--- src/bbcfg_pkg.sv ---
// Billboard configuration constants shared by the device end and the controller end.
// Assumes one 100 MHz core clock on both ends.
package bbcfg_pkg;
	// EEPROM byte locations of billboard fields
	localparam logic [8:0] EE_SVID_LO = 9'h027;
	localparam logic [8:0] EE_SVID_HI = 9'h028;
	localparam logic [8:0] EE_PID_LO = 9'h029;
	localparam logic [8:0] EE_PID_HI = 9'h02A;
	localparam logic [8:0] EE_CFG = 9'h02B;
	localparam logic [8:0] EE_STR1_LEN = 9'h02C;
	localparam logic [8:0] EE_STR2_LEN = 9'h02D;
	localparam logic [8:0] EE_STR_BASE = 9'h100;
	localparam int STR_AREA_BYTES = 480;
	localparam logic [8:0] EE_LAST = EE_STR2_LEN;
	// Built-in defaults; identity values arbitrary
	localparam logic [15:0] DEF_SVID = 16'h1234;
	localparam logic [15:0] DEF_PID = 16'h5678;
	localparam logic [7:0] DEF_CFG = 8'h80;
	localparam logic [7:0] DEF_STR_LEN = 8'h00;
	// Port numbering of the hub
	localparam logic [2:0] NUM_EXT_PORTS = 3'h4;
	localparam logic [2:0] BB_PORT = 3'h5;
	// Exactly one alternate mode
	localparam logic [7:0] NUM_ALT_MODES = 8'h01;
	// Controller settle time between pin steps
	localparam int SETTLE_NS = 100;
	localparam int CLK_NS = 10;
	localparam int SETTLE_CYC = (SETTLE_NS + CLK_NS - 1) / CLK_NS;
endpackage

--- src/bbcfg_if.sv ---
// Pins between the power-delivery controller and the hub billboard logic.
// Plain point-to-point wires on one clock.
`timescale 1ns/1ps
interface bbcfg_if;
	logic billboard_present_en;
	logic [1:0] altmode_status_pins;
	modport device (input billboard_present_en, input altmode_status_pins);
	modport ctrl (output billboard_present_en, output altmode_status_pins);
endinterface

--- src/bbcfg_dev.sv ---
// Device end: billboard attach control and EEPROM descriptor loader.
// Assumes an EEPROM byte reader on the same clock, answer one or more cycles later.
`timescale 1ns/1ps
// Operation
// [RULE1] Billboard sits on highest downstream port
// [RULE2] Advertise exactly one alternate mode
// [RULE3] Pins in EEPROM mode, registers in SMBus
// [RULE4] Present billboard while enable is high
// [RULE5] Status pins copied into bmConfigured field
// [RULE6] Controller sets status before raising enable
// [RULE7] Status change: drop enable, update, raise
// [RULE8] Single GPIO: tie status low, enable
// [RULE9] Load billboard fields from EEPROM at power-up
// [RULE10] No EEPROM: use built-in defaults
// [RULE11] Load SVID and PID; reuse hub VID
// [RULE12] Configuration byte defaults to 0x80
// [RULE13] String lengths in characters; zero means ROM
// [RULE14] Strings share 480 bytes, string 2 aligned
// [RULE15] String 1 URL mandatory, string 2 optional
// [RULE16] Sample serial mode pin at reset release
// [RULE17] Sync pins, latch on rise, detach on fall
module bbcfg_dev
	import bbcfg_pkg::*;
(
	// Clock and reset
	input wire logic i_clk_sys,
	input wire logic i_rst,
	// Strap and EEPROM presence
	input wire logic i_serial_mode_select,
	input wire logic i_eeprom_present,
	// SMBus-mode register controls
	input wire logic i_reg_present_en,
	input wire logic [1:0] i_reg_altmode_status,
	// EEPROM byte reader
	output logic o_ee_rd,
	output logic [8:0] o_ee_addr,
	input wire logic i_ee_valid,
	input wire logic [7:0] i_ee_data,
	// Hub vendor ID
	input wire logic [15:0] i_hub_vid,
	// Descriptor outputs
	output logic o_load_done,
	output logic o_eeprom_mode,
	output logic o_bb_attached,
	output logic o_bb_detach,
	output logic [2:0] o_bb_port,
	output logic [1:0] o_bm_configured,
	output logic [7:0] o_num_alt_modes,
	output logic [15:0] o_vid,
	output logic [15:0] o_svid,
	output logic [15:0] o_pid,
	output logic [7:0] o_cfg,
	output logic [7:0] o_url_string_len,
	output logic [7:0] o_altmode_string_len,
	output logic o_url_from_rom,
	output logic o_altmode_from_rom,
	output logic o_altmode_present,
	output logic [9:0] o_str2_addr,
	output logic o_str_len_error,
	// Device pins
	bbcfg_if.device pins
);
	typedef enum logic [1:0] {
		BBD_STRAP = 2'b00,
		BBD_READ = 2'b01,
		BBD_WAIT = 2'b10,
		BBD_DONE = 2'b11
	} bbd_state_t;
	bbd_state_t state;
	logic [2:0] en_sync;
	logic [1:0] st_s1;
	logic [1:0] st_s2;
	logic [1:0] mode_sync;
	logic [1:0] eep_sync;
	logic en_now;
	logic en_prev;
	logic [1:0] st_now;
	logic [10:0] s1_bytes;
	logic [10:0] s2_start;
	logic [10:0] s2_bytes;

	// Two-stage synchronisers
	always_ff @(posedge i_clk_sys or posedge i_rst) begin
		if (i_rst) begin
			en_sync <= 3'h0;
			st_s1 <= 2'h0;
			st_s2 <= 2'h0;
		end else begin
			en_sync <= {en_sync[1:0], pins.billboard_present_en}; // RULE17
			st_s1 <= pins.altmode_status_pins;
			st_s2 <= st_s1; // RULE17
		end
	end

	// Strap synchronisers run through reset so the level is settled at release
	always_ff @(posedge i_clk_sys) begin
		mode_sync <= {mode_sync[0], i_serial_mode_select}; // RULE16
		eep_sync <= {eep_sync[0], i_eeprom_present};
	end

	// Mode latched at first edge after release; pin low selects SMBus
	always_ff @(posedge i_clk_sys or posedge i_rst) begin
		if (i_rst) o_eeprom_mode <= 1'b0;
		else if (state == BBD_STRAP) o_eeprom_mode <= mode_sync[1]; // RULE16
	end

	// SMBus mode takes same-clock register controls, no synchroniser
	always_comb begin
		en_now = o_eeprom_mode ? en_sync[1] : i_reg_present_en; // RULE3
		st_now = o_eeprom_mode ? st_s2 : i_reg_altmode_status; // RULE3
		en_prev = o_eeprom_mode ? en_sync[2] : o_bb_attached;
	end

	// Attach and status latch
	always_ff @(posedge i_clk_sys or posedge i_rst) begin
		if (i_rst) begin
			o_bb_attached <= 1'b0;
			o_bb_detach <= 1'b0;
			o_bm_configured <= 2'b00;
		end else begin
			o_bb_detach <= 1'b0;
			// Status taken once per attach; later moves wait for a re-raise
			if (o_load_done && en_now && !o_bb_attached) begin
				o_bb_attached <= 1'b1; // RULE4
				o_bm_configured <= st_now; // RULE5 RULE17
			end else if (!en_now && o_bb_attached) begin
				o_bb_attached <= 1'b0; // RULE4
				// Pulse only when enable was high the cycle before
				o_bb_detach <= en_prev; // RULE17
			end
		end
	end

	// EEPROM read sequencer
	always_ff @(posedge i_clk_sys or posedge i_rst) begin
		if (i_rst) begin
			state <= BBD_STRAP;
			o_ee_rd <= 1'b0;
			o_ee_addr <= EE_SVID_LO;
			o_load_done <= 1'b0;
		end else begin
			o_ee_rd <= 1'b0;
			case (state)
				BBD_STRAP: begin
					if (mode_sync[1] && eep_sync[1]) state <= BBD_READ; // RULE9
					else begin
						state <= BBD_DONE; // RULE10
						o_load_done <= 1'b1;
					end
				end
				BBD_READ: begin
					o_ee_rd <= 1'b1;
					state <= BBD_WAIT;
				end
				BBD_WAIT: begin
					if (i_ee_valid) begin
						if (o_ee_addr == EE_LAST) begin
							state <= BBD_DONE;
							o_load_done <= 1'b1;
						end else begin
							o_ee_addr <= o_ee_addr + 9'h001;
							state <= BBD_READ;
						end
					end
				end
				BBD_DONE: ;
				default: state <= BBD_STRAP;
			endcase
		end
	end

	// Descriptor fields: defaults until an EEPROM byte replaces them
	always_ff @(posedge i_clk_sys or posedge i_rst) begin
		if (i_rst) begin
			o_svid <= DEF_SVID; // RULE10
			o_pid <= DEF_PID;
			o_cfg <= DEF_CFG; // RULE12
			o_url_string_len <= DEF_STR_LEN;
			o_altmode_string_len <= DEF_STR_LEN;
		end else if (state == BBD_WAIT && i_ee_valid) begin
			case (o_ee_addr)
				EE_SVID_LO: o_svid[7:0] <= i_ee_data; // RULE11
				EE_SVID_HI: o_svid[15:8] <= i_ee_data; // RULE11
				EE_PID_LO: o_pid[7:0] <= i_ee_data; // RULE11
				EE_PID_HI: o_pid[15:8] <= i_ee_data; // RULE11
				EE_CFG: o_cfg <= i_ee_data; // RULE12
				EE_STR1_LEN: o_url_string_len <= i_ee_data; // RULE13
				EE_STR2_LEN: o_altmode_string_len <= i_ee_data; // RULE13
				default: ;
			endcase
		end
	end

	// String layout: lengths count 2-byte characters
	always_comb begin
		s1_bytes = {2'b00, o_url_string_len, 1'b0}; // RULE13
		s2_start = (s1_bytes + 11'd3) & 11'h7FC; // RULE14
		s2_bytes = {2'b00, o_altmode_string_len, 1'b0};
	end
	assign o_str2_addr = {1'b0, EE_STR_BASE} + s2_start[9:0]; // RULE14
	assign o_str_len_error = (s2_start + s2_bytes) > 11'(STR_AREA_BYTES); // RULE14
	assign o_url_from_rom = (o_url_string_len == 8'h00); // RULE13 RULE15
	assign o_altmode_from_rom = (o_altmode_string_len == 8'h00); // RULE13
	assign o_altmode_present = 1'b1; // RULE15
	// Fixed descriptor facts
	assign o_bb_port = BB_PORT; // RULE1
	assign o_num_alt_modes = NUM_ALT_MODES; // RULE2
	assign o_vid = i_hub_vid; // RULE11
endmodule // bbcfg_dev

--- src/flat_wrapper.sv ---
// flat-port wrapper written by rule: the top's interface ports become plain ports
module bbcfg_dev_flat import bbcfg_pkg::*;
  (i_clk_sys, i_rst, i_serial_mode_select, i_eeprom_present, i_reg_present_en, i_reg_altmode_status, o_ee_rd, o_ee_addr, i_ee_valid, i_ee_data, i_hub_vid, o_load_done, o_eeprom_mode, o_bb_attached, o_bb_detach, o_bb_port, o_bm_configured, o_num_alt_modes, o_vid, o_svid, o_pid, o_cfg, o_url_string_len, o_altmode_string_len, o_url_from_rom, o_altmode_from_rom, o_altmode_present, o_str2_addr, o_str_len_error, pins_billboard_present_en, pins_altmode_status_pins);
  bbcfg_if pins_i ();
  input wire logic i_clk_sys;
  input wire logic i_rst;
  input wire logic i_serial_mode_select;
  input wire logic i_eeprom_present;
  input wire logic i_reg_present_en;
  input wire logic [1:0] i_reg_altmode_status;
  output logic o_ee_rd;
  output logic [8:0] o_ee_addr;
  input wire logic i_ee_valid;
  input wire logic [7:0] i_ee_data;
  input wire logic [15:0] i_hub_vid;
  output logic o_load_done;
  output logic o_eeprom_mode;
  output logic o_bb_attached;
  output logic o_bb_detach;
  output logic [2:0] o_bb_port;
  output logic [1:0] o_bm_configured;
  output logic [7:0] o_num_alt_modes;
  output logic [15:0] o_vid;
  output logic [15:0] o_svid;
  output logic [15:0] o_pid;
  output logic [7:0] o_cfg;
  output logic [7:0] o_url_string_len;
  output logic [7:0] o_altmode_string_len;
  output logic o_url_from_rom;
  output logic o_altmode_from_rom;
  output logic o_altmode_present;
  output logic [9:0] o_str2_addr;
  output logic o_str_len_error;
  input wire logic [$bits(pins_i.billboard_present_en)-1:0] pins_billboard_present_en;
  input wire logic [$bits(pins_i.altmode_status_pins)-1:0] pins_altmode_status_pins;
  assign pins_i.billboard_present_en = pins_billboard_present_en;
  assign pins_i.altmode_status_pins = pins_altmode_status_pins;
  bbcfg_dev u_core (.i_clk_sys(i_clk_sys), .i_rst(i_rst), .i_serial_mode_select(i_serial_mode_select), .i_eeprom_present(i_eeprom_present), .i_reg_present_en(i_reg_present_en), .i_reg_altmode_status(i_reg_altmode_status), .o_ee_rd(o_ee_rd), .o_ee_addr(o_ee_addr), .i_ee_valid(i_ee_valid), .i_ee_data(i_ee_data), .i_hub_vid(i_hub_vid), .o_load_done(o_load_done), .o_eeprom_mode(o_eeprom_mode), .o_bb_attached(o_bb_attached), .o_bb_detach(o_bb_detach), .o_bb_port(o_bb_port), .o_bm_configured(o_bm_configured), .o_num_alt_modes(o_num_alt_modes), .o_vid(o_vid), .o_svid(o_svid), .o_pid(o_pid), .o_cfg(o_cfg), .o_url_string_len(o_url_string_len), .o_altmode_string_len(o_altmode_string_len), .o_url_from_rom(o_url_from_rom), .o_altmode_from_rom(o_altmode_from_rom), .o_altmode_present(o_altmode_present), .o_str2_addr(o_str2_addr), .o_str_len_error(o_str_len_error), .pins(pins_i));
endmodule
--- config.mk ---
export PLATFORM = sky130hd
export DESIGN_NAME = bbcfg_dev_flat
export DESIGN_NICKNAME = d
export VERILOG_FILES = /design/src/bbcfg_pkg.sv /design/src/bbcfg_if.sv /design/src/bbcfg_dev.sv /design/src/flat_wrapper.sv
export SDC_FILE = /design/constraint.sdc
export NUM_CORES = 1
export LEC_CHECK = 0
export BUFFER_PORTS_ARGS = -buffer_cell sky130_fd_sc_hd__buf_2
export CORE_MARGIN = 4
export CORE_UTILIZATION = 48
export DETAILED_ROUTE_END_ITERATION = 12
export PLACE_DENSITY_LB_ADDON = 0.3
export SYNTH_ARGS = -nofsm -noshare
export SYNTH_HDL_FRONTEND = slang
export SYNTH_SLANG_ARGS = --single-unit
--- constraint.sdc ---
create_clock -name i_clk_sys -period 3.1 [get_ports i_clk_sys]
set_clock_uncertainty 0.15 [all_clocks]
set_input_delay 0.31 -clock i_clk_sys [delete_from_list [all_inputs] [get_ports i_clk_sys]]
set_output_delay 0.31 -clock i_clk_sys [all_outputs]
set_load 0.02 [all_outputs]
# Yosys cells after proc, flatten, opt, wreduce, memory -nomap -nowiden
# Index checks and enable logic that the tools add are counted.
# classes
order_cmp	1
eq_ne	12
bitwise_logic	1
muxes	16
n_addsub	4
reduce_logical	23
# ops
operator	count
$eq 9x6->1 const B	7
$logic_not 8->1	2
$reduce_and 2->1	8
$add 11x9->11	1
$gt 11x9->1 const B	1
$add 9x10->10 const A	1
$add 9x2->10 const B	1
$mux 1	10
$add 9x1->9 const B	1
$mux 2	4
$pmux 2 s3	1
$logic_and 1x1->1	5
$ne 2x2->1 const B	2
$reduce_and 4->1	1
$reduce_bool 2->1	2
$reduce_and 3->1	1
$reduce_bool 3->1	1
$eq 2x1->1 const B	1
$eq 2x2->1 const B	1
$logic_not 1->1	2
$logic_not 2->1	1
$ne 2x1->1 const B	1
$pmux 1 s2	1
$not 1->1	1
# totals
word_cells	77
in_bits	35
out_inout_bits	113
ff_bits	85

# Depth between registers and ports, before layout
# Gate-level depths: netlist of the first run.
# depth
ltp_word	5
mapped_depth	10
mapped_depth_nobuf	10

# Least setup slack after synthesis of the first run
# No wires, ideal clock.
# synth_timing
kind	reg2out
startpoint	register u_core.o_url_string_len[1]
endpoint	output port o_str_len_error
n_path_buf	0
arrival_ps	2688
required_time_ps	2640
path_slack_ps	-48
stages_incl_launch_ff	9
path_cell_list	dfrtp_1 ha_1 xor2_1 inv_1 fa_1 xnor2_1 nor3_1 a2111oi_0 a211o_1
# synth_via
elab_chain_len	3
# synth_rtl
item	line_no	text
from (decl)	bbcfg_dev.sv:53	output logic [7:0] o_url_string_len,
from (signal assigned)	bbcfg_dev.sv:187	EE_STR1_LEN: o_url_string_len <= i_ee_data;
$add 9x2->10	bbcfg_dev.sv:197	s2_start = (s1_bytes + 11'd3) & 11'h7FC;
$add 11x9->11	bbcfg_dev.sv:201	assign o_str_len_error = (s2_start + s2_bytes) > 11'(STR_AREA_BYTES);
$gt 11x9->1	bbcfg_dev.sv:201	
to (decl)	flat_wrapper.sv:33	output logic o_str_len_error;
# Every way passes these cells.

# Final worst setup path of the first run
# layout_timing
startpoint	register u_core.o_url_string_len[0]
endpoint	output port o_str_len_error
# The elaborated chain is that of the path after synthesis.

==> impl_metrics.toml, run 1 <==
[outcome]
status = "finished clean"

[drt]
wl_met3_um = 595
drtAntennaViolNets = 0
wire_per_inst_um = 17.2
drt_iter0_drc = 51
wl_met2_um = 4500
wl_met1_um = 4070
drtPass1Iterations = 4
vias = 2835
top_layer = "met4"
routed_via_density = 5.23
drc = 0
wl_um = 9320

[floorplan]
initial_utilization_pct = 50.0
die_h_um = 101
die_width_um = 101
top_level_ports = 148
die_area_um2 = 10200
rows = 33
core_um2 = 8300

[synthesis]
ys_ff_latch = 85
yosysUniqueCellTypes = 49
yosys_warnings = 0
postSynthAreaPerCell_um2 = 12.8
ys_seq_area_share_pct = 51.3
netlist_instances = 325
yosysTopAreaCellShare_pct = 38.0
synth_area_um2 = 4150
yosys.area.top_type = "dfrtp_1"
yosys-top-cells-area = "dfrtp_1 (38%), mux2_2 (15%), dfstp_2 (11%)"

[cells_and_area]
final_util_pct = 61.9
mostFrequentLayoutCells = "buf_2 (100), dfrtp_1 (59), mux2_2 (57)"
layout_commonest_cell = "buf_2"
antenna_cells = 0
area_growth_syn_to_layout_pct = 23.8
stdcell_count = 542
finalNetCount = 487
design_area_um2 = 5140
drive_gt1_share_pct = 57.0
nFillCells = 651

[placed_design]
io_buffer_count = 101
postPlaceCellArea_um2 = 4610
dp_cells = 511
hpwl_um = 6500
gp_congestion = 0.886

[setup_path]
rr_endpoint = "u_core.o_svid[6]"
critPathMaxStageDelay_ps = 460
end_kind = "output pin"
setup.worst_path.class = "register to output pin"
cp_data_arrival_time_ps = 2600
critPathCapture = "o_str_len_error"
crit_required_ps = 2640
cp-start-kind = "register"
r2r_slack_ps = 600
timing.rr.start = "u_core.state[0]"
worstPathMaxFanout = 4
rr_worst_depth = 6
cp_cell_sequence = "buf_6 -> nand2_4 -> nor2_4 -> xor2_2 -> ha_1 -> a21o_1 -> xnor2_2 -> a2111oi_2 -> a211o_1 -> buf_6"
crit_path_top_delay_cell = "dfrtp_2"
crit_start = "u_core.o_url_string_len[0]"
crit_top_cell = "buf_6"

[timing]
clock.fmax_ghz = 0.327
hold_viol = 0
whs_ps = 113
relSlewSlack_pct = 54.1
rsz0062_at_grt = "true"
tightest_slew_ps = 682
finalSetupViolCount = 0
fin_crit_ps = 3060
finalCritPeriodShare_pct = 98.7
drv_slew = 0

[clock_tree]
cts_sinks = 85
clkTransAtPathRegs_ps = 90
clockRootBuffer = "clkbuf_8"
clock_latency_ps = 340
cts-buffers-inserted = 9
h-tree-depth = 3
clock_path_buffers = 2
cts_tree = "built"

[power]
power_mw = 2.66
vdd.ir_drop.worst_v = 0.000452
power_density_nw_per_um2 = 517
leakage_nw = 2.76

[run]
drv_cap = 0

[global_route]
overflow = 0
grt_pass1_wl_um = 14300
grt_max_degree = 30
grt_pass1_vias = 2867
antenna_found_initial = 0
grt_use_total_pct = 18.0

[min_path]
min_path_type = "input port to register"
## logic make-up after synthesis
logic type | count (synthesis) | share of synthesized area (%)
buffers and inverters | 49 | 7.53
multiplexers | 62 | 16.7
other | 2 | 0.181
AND/OR/NAND/NOR | 63 | 10.6
adder cells (fa/ha/maj) | 20 | 6.21
XOR/XNOR | 17 | 3.59
flip-flops | 85 | 51.3
AO/OA/AOI/OAI | 27 | 3.89
## cells in the mapped netlist (all sizes together)
master	instances
a2111oi	1
nor4	3
o22ai	1
inv	13
conb	2
and2	1
mux2i	4
o21ai	5
dfrtp	63
o21a	2
xor2	4
a211o	1
nor2	15
and3	4
a31oi	1
nor2b	1
mux2	58
and4	3
and3b	2
or4	2
nand3	12
or4b	1
dfxtp	4
a21oi	12
fa	1
clkbuf	2
nand3b	1
buf	34
nor3	1
ha	19
nand2b	1
a21o	3
or2	1
or2b	1
nand4	4
nand2	9
a311oi	1
dfstp	18
nor3b	1
xnor2	13
## how the worst min path moves through the flow
stage,startpoint,end,slack (ps),cells after the start
2_1_floorplan,u_core.eep_sync[0],u_core.eep_sync[1],160,0
3_3_place_gp,i_rst,u_core.o_svid[0],160,2
3_5_place_dp,i_rst,u_core.o_cfg[1],170,2
4_1_cts,i_reg_altmode_status[0],u_core.o_bm_configured[0],100,3
5_1_grt,i_reg_altmode_status[1],u_core.o_bm_configured[1],120,3
6_report,i_reg_altmode_status[0],u_core.o_bm_configured[0],110,3
## layout make-up
class	count	area (um2)	area share [%]
Clock buffer	12	155	3.02
Inverter	13	50.0	0.973
Sequential cell	85	2130	41.5
Clock inverter	4	32.5	0.633
Tap cell	105	131	2.56
Multi-Input combinational cell	203	1960	38.1
Timing Repair Buffer	120	677	13.2
## per-layer routing
layer	global-route usage [%]	vias up
li1	-	1293
met1	24.3	1428
met2	28.6	95
met3	4.57	19
met4	5.52	0
met5	0	-
## stage by stage
| step | TNS [ps] | setup slack, ps |
|---|---|---|
| 3_3_place_gp | 0 | 230 |
| 4_1_cts | 0 | 3.89 |
| 3_5_place_dp | 0 | 109 |
| 2_1_floorplan | 0 | 52.8 |
| 5_1_grt | -52.1 | -52.1 |
| 6_report | 0 | 41.0 |
## critical path, delay by kind of cell (launching register included)
family	cells	cell delay [ps]
adder cells (fa/ha/maj)	1	320
flip-flops	1	460
buffers and inverters	2	260
XOR/XNOR	2	330
AO/OA/AOI/OAI	3	790
AND/OR/NAND/NOR	2	110
## what timing repair did
| item | CTS | global route |
|---|---|---|
| resized for setup | 10 | 33 |
| endpoints found under the hold margin | 25 | 0 |
| setup buffers | 2 | 7 |
| hold buffers | 6 | 0 |
| endpoints found under the setup margin | 1 | 1 |
| pin swaps | 3 | 12 |
## flip-flops by register name, summed over array words and instances, names as in the netlist
name,flops
u_core.o_pid,16
u_core.o_svid,16
u_core.o_ee_addr,9
u_core.o_altmode_string_len,8
u_core.o_cfg,8
u_core.o_url_string_len,8
u_core.en_sync,3
u_core.eep_sync,2
u_core.mode_sync,2
u_core.o_bm_configured,2
u_core.st_s1,2
u_core.st_s2,2
u_core.state,2
u_core.o_bb_attached,1
u_core.o_bb_detach,1
u_core.o_ee_rd,1
u_core.o_eeprom_mode,1
u_core.o_load_done,1
## power breakdown
part           leakage, nW  internal, mW  switching (mW)
Sequential            1.05          1.22           0.120
Clock               0.0892         0.340           0.388
Combinational         1.62         0.228           0.358
(Power assumes the default switching activity.)
==> run 2: changes to the inputs <==
BUFFER_PORTS_ARGS = -buffer_cell sky130_fd_sc_hd__buf_4   (was -buffer_cell sky130_fd_sc_hd__buf_2)
SLEW_MARGIN = 40   (was unset)
==> run 2 against run 1 <==
  * Routed wire length shrank 0.72%
  * Register-to-register slack lost 20 ps
  * Combinational power grew 9.2%
  * Largest power group unchanged
  * Fmax grew 0.45%
==> impl_metrics.toml, run 2 (synthesized netlist as in run 1, its figures left out) <==
[floorplan]
top_level_ports = 148
initial_utilization_pct = 50.0
die_area_um2 = 10200
die_h_um = 101
core_um2 = 8300
die_width_um = 101
rows = 33

[clock_tree]
clkTransAtPathRegs_ps = 90
h-tree-depth = 3
cts_sinks = 85
clock_latency_ps = 340
cts-buffers-inserted = 9
clockRootBuffer = "clkbuf_8"
cts_tree = "built"
clock_path_buffers = 2

[cells_and_area]
reg_top3 = "u_core.o_pid: 16 flops, u_core.o_svid: 16 flops, u_core.o_ee_addr: 9 flops"
mostFrequentLayoutCells = "buf_4 (115), dfrtp_1 (59), mux2_2 (57)"
design_area_um2 = 5340
layout_commonest_cell = "buf_4"
nFillCells = 670
finalNetCount = 489
area_growth_syn_to_layout_pct = 28.5
drive_gt1_share_pct = 56.3
antenna_cells = 0

[power]
p_comb_share_pct = 23.4
p_sw_share_pct = 32.5
pwr-share-seq_pct = 49.2
clockPowerShare_pct = 27.4
power.net_switching_uw = 888
power_density_nw_per_um2 = 513
leakage_nw = 2.79
vdd.ir_drop.worst_v = 0.000459
internal_power_mw = 1.85

[global_route]
antenna_found_initial = 0
grt_pass1_vias = 2825
grt_max_degree = 43
overflow = 0
grt_use_total_pct = 17.7
grt_pass1_wl_um = 14200

[drt]
drtAntennaViolNets = 0
drt_iter0_drc = 73
drc = 0
wl_um = 9260
vias = 2820
routed_via_density = 5.18
drtPass1Iterations = 4
wire_per_inst_um = 17.0

[placed_design]
hpwl_um = 6540
io_buffer_count = 101
gp_congestion = 0.883
postPlaceCellArea_um2 = 4860

[timing]
hold_viol = 0
clock.fmax_ghz = 0.328
rsz0062_at_grt = "true"
finalSetupViolCount = 0
fin_tns_setup_ps = 0
relSlewSlack_pct = 54.0
tightest_slew_ps = 684
drv_slew = 0
finalCritPeriodShare_pct = 98.2
fin_crit_ps = 3050

[setup_path]
critPathMaxStageDelay_ps = 450
setup.worst_path.class = "register to output pin"
crit_path_top_delay_cell = "dfrtp_2"
end_kind = "output pin"
cp-start-kind = "register"
cp_cell_sequence = "buf_4 -> buf_4 -> xnor2_2 -> ha_1 -> nand2b_4 -> a21oi_2 -> a311oi_1 -> mux2i_1 -> a211o_1 -> buf_6"
cp_data_arrival_time_ps = 2590
crit_required_ps = 2640
worstPathMaxFanout = 5
crit_top_cell = "buf_4"

[outcome]
status = "finished clean"

[run]
drv_cap = 0

[min_path]
min_path_type = "input port to register"
run 2: changes by cell type in the layout (fill, tap and decap cells not counted), moves of 2 or more:
| cell | delta |
|---|---|
| buf_4 | +104 |
| buf_2 | -100 |
| buf_6 | -2 |
| clkinvlp_4 | -2 |
| a21oi_4 | -2 |
run 2: cell type report:
type	count	area, um2	share of cell area [%]
Inverter	13	50.0	0.938
Sequential cell	85	2130	40.0
Tap cell	105	131	2.46
Multi-Input combinational cell	203	1890	35.5
Clock inverter	5	42.5	0.797
Timing Repair Buffer	122	935	17.5
Clock buffer	11	151	2.84
run 2: power by group through the flow:
stage | Combinational [mW] | Clock [mW] | Sequential (mW)
2_1_floorplan | 0.387 | 0 | 1.41
4_1_cts | 0.637 | 0.772 | 1.35
3_3_place_gp | 0.606 | 0 | 1.36
3_5_place_dp | 0.617 | 0 | 1.37
5_1_grt | 0.697 | 0.829 | 1.37
6_report | 0.640 | 0.749 | 1.35
run 2: what timing repair did:
item | CTS | global route
endpoints found under the hold margin | 15 | 0
hold buffers | 6 | 0
gates resized for setup | 11 | 20
endpoints found under the setup margin | 1 | 1
setup buffers | 5 | 6
pin swaps | 3 | 11
run 2: through the flow:
step	hold slack, ps	std cells	worst slack, ps	utilization, %	power, mW
CTS	75.5	538	11.5	62.6	2.76
finish	92.6	544	54.7	64.3	2.74
global placement	75.4	511	241	58.6	1.96
detailed placement	84.8	511	165	58.6	1.98
global route	82.2	544	-72.5	64.3	2.90
floorplan	160	337	52.8	-	1.80
run 2: metal layers:
| metal | global-route usage, % | wire [um] | up-vias |
|---|---|---|---|
| met5 | 0 | 0 | - |
| li1 | - | - | 1301 |
| met4 | 4.29 | 55 | 0 |
| met1 | 22.9 | 4030 | 1430 |
| met3 | 4.29 | 554 | 6 |
| met2 | 29.8 | 4610 | 83 |
run 2: final timing paths:
path	to	start	slack (ps)	cells past startpoint
hold / removal	u_core.o_svid[0]	i_ee_data[0]	90	2
setup reg to reg	u_core.o_svid[7]	u_core.state[0]	580	6
hold reg to reg	u_core.eep_sync[1]	u_core.eep_sync[0]	190	0
max in group asynchronous	u_core.o_url_string_len[2]	i_rst	1730	4
min in group asynchronous	u_core.o_svid[1]	i_rst	270	3
setup / recovery	o_str_len_error	u_core.o_url_string_len[3]	50	10
run 2: critical path, delay by kind of cell (launching register included):
kind                     cells  cell delay [ps]
AO/OA/AOI/OAI                3              600
XOR/XNOR                     1              210
adder cells (fa/ha/maj)      1              350
buffers and inverters        3              420
flip-flops                   1              450
multiplexers                 1              120
AND/OR/NAND/NOR              1              110
==> run 3: changes to the inputs <==
REMOVE_ABC_BUFFERS = 1   (was unset)
==> run 3 against run 2 <==
  * Worst hold slack improved by 7.1 ps
  * Setup slack got worse by 18 ps
  * Sequential power is essentially flat
  * Non-clock buffer count grew 7
  * Final area rose by 1.2%
  * Utilization up 0.77 points
  * Fmax down 0.59%
  * Clock-buffer cell count is the same
  * Sequential share of layout area is 0.45 points lower
  * Final cell count is 1.3% higher
  * Critical path type unchanged
==> impl_metrics.toml, run 3 (synthesized netlist as in run 1, its figures left out) <==
[cells_and_area]
area_growth_syn_to_layout_pct = 30.1
nFillCells = 654
mostFrequentLayoutCells = "buf_4 (121), dfrtp_1 (58), mux2_2 (57)"
final_util_pct = 65.1
antenna_cells = 0
reg_top3 = "u_core.o_pid: 16 flops, u_core.o_svid: 16 flops, u_core.o_ee_addr: 9 flops"
finalNetCount = 496
drive_gt1_share_pct = 57.0
layout_commonest_cell = "buf_4"

[timing]
finalCritPeriodShare_pct = 98.8
tightest_slew_ps = 702
hold_viol = 0
drv_slew = 0
clock.fmax_ghz = 0.326
finalSetupViolCount = 0
relSlewSlack_pct = 52.7
fin_crit_ps = 3060

[drt]
vias = 2841
routed_via_density = 5.16
drc = 0
wl_um = 9590
drtPass1Iterations = 4
wire_per_inst_um = 17.4
drtAntennaViolNets = 0
drt_iter0_drc = 87

[setup_path]
cp_data_arrival_time_ps = 2600
critPathMaxStageDelay_ps = 430
cp_cell_sequence = "buf_4 -> nand2_2 -> nor2_2 -> xor2_2 -> ha_1 -> a21o_1 -> xnor2_2 -> a2111oi_2 -> a211o_1 -> buf_6"
setup.worst_path.class = "register to output pin"
worstPathMaxFanout = 4
crit_path_top_delay_cell = "dfrtp_2"
cp-start-kind = "register"
end_kind = "output pin"
crit_required_ps = 2640

[global_route]
grt_pass1_wl_um = 14600
antenna_found_initial = 0
grt_use_total_pct = 18.5
grt_max_degree = 49
grt_pass1_vias = 2834
overflow = 0

[power]
pwr-share-seq_pct = 48.6
p_sw_share_pct = 31.3
power_mw = 2.76
internal_power_mw = 1.90
leakage_nw = 2.82
clockPowerShare_pct = 28.7
power_density_nw_per_um2 = 512
p_comb_share_pct = 22.8
vdd.ir_drop.worst_v = 0.000396
power.net_switching_uw = 866

[clock_tree]
clock_latency_ps = 340
cts_sinks = 85
cts-buffers-inserted = 9
clock_path_buffers = 2
cts_tree = "built"
clockRootBuffer = "clkbuf_8"
clkTransAtPathRegs_ps = 80
h-tree-depth = 3

[floorplan]
core_um2 = 8300
initial_utilization_pct = 50.0
die_width_um = 101
die_area_um2 = 10200
rows = 33
top_level_ports = 148
die_h_um = 101

[outcome]
status = "finished clean"

[placed_design]
io_buffer_count = 101
gp_congestion = 0.859
hpwl_um = 6770

[run]
drv_cap = 0

[min_path]
min_path_type = "input port to register"
run 3: critical path, delay by kind of cell, from the launching register on:
family	cells	cell delay [ps]
fa+ha+maj	1	280
xor+xnor	2	340
simple gates	2	190
flops	1	430
buf+inv	2	250
compound gates	3	770
run 3: power by group through the flow:
stage | clock (mW) | sequential [mW] | combinational [mW]
floorplan | 0 | 1.43 | 0.308
global placement | 0 | 1.36 | 0.608
detailed placement | 0 | 1.36 | 0.618
CTS | 0.823 | 1.34 | 0.631
global route | 0.867 | 1.36 | 0.698
finish | 0.793 | 1.34 | 0.630
run 3: final timing paths:
path / startpoint / endpoint / slack [ps] / cells after the start
max: u_core.o_url_string_len[1] / o_str_len_error / 40 / 10
min: i_ee_data[0] / u_core.o_svid[0] / 100 / 2
max reg2reg: u_core.state[0] / u_core.o_svid[1] / 620 / 6
min reg2reg: u_core.eep_sync[0] / u_core.eep_sync[1] / 190 / 0
max in group asynchronous: i_rst / u_core.o_url_string_len[1] / 1790 / 4
min in group asynchronous: i_rst / u_core.st_s1[0] / 200 / 3
run 3: routing by layer:
layer	GRT usage, %	vias to the layer above	share of wire [%]
met3	6.85	8	8.0
li1	-	1316	-
met4	3.68	0	1.1
met2	29.6	104	49
met1	24.4	1413	42
met5	0	-	0
run 3: layout make-up:
cell class,count,area (um2),area share [%]
Inverter,13,50.0,0.927
Sequential cell,85,2140,39.6
Multi-Input combinational cell,203,1890,35.0
Timing Repair Buffer,129,991,18.4
Tap cell,105,131,2.43
Clock inverter,5,60.1,1.11
Clock buffer,11,141,2.62
run 3: stage by stage:
stage	setup slack, ps	cells	cell area (um2)	TNS, ps	hold WS, ps
after detailed placement	92.2	509	4840	0	14.9
after CTS	5.49	541	5230	0	81.5
final	36.5	551	5400	0	99.7
after global routing	-63.9	551	5400	-63.9	86.1
after global placement	177	509	4840	0	12.9
after floorplan	-47.9	301	3930	-47.9	160
run 3: what timing repair did:
action                                  in CTS  in global routing
gates resized for setup                     12                 21
pin swaps                                    4                 11
cloned                                       0                  0
hold buffers                                 6                  0
setup buffers                               10                 10
endpoints found under the hold margin       32                  0
endpoints found under the setup margin       1                  1
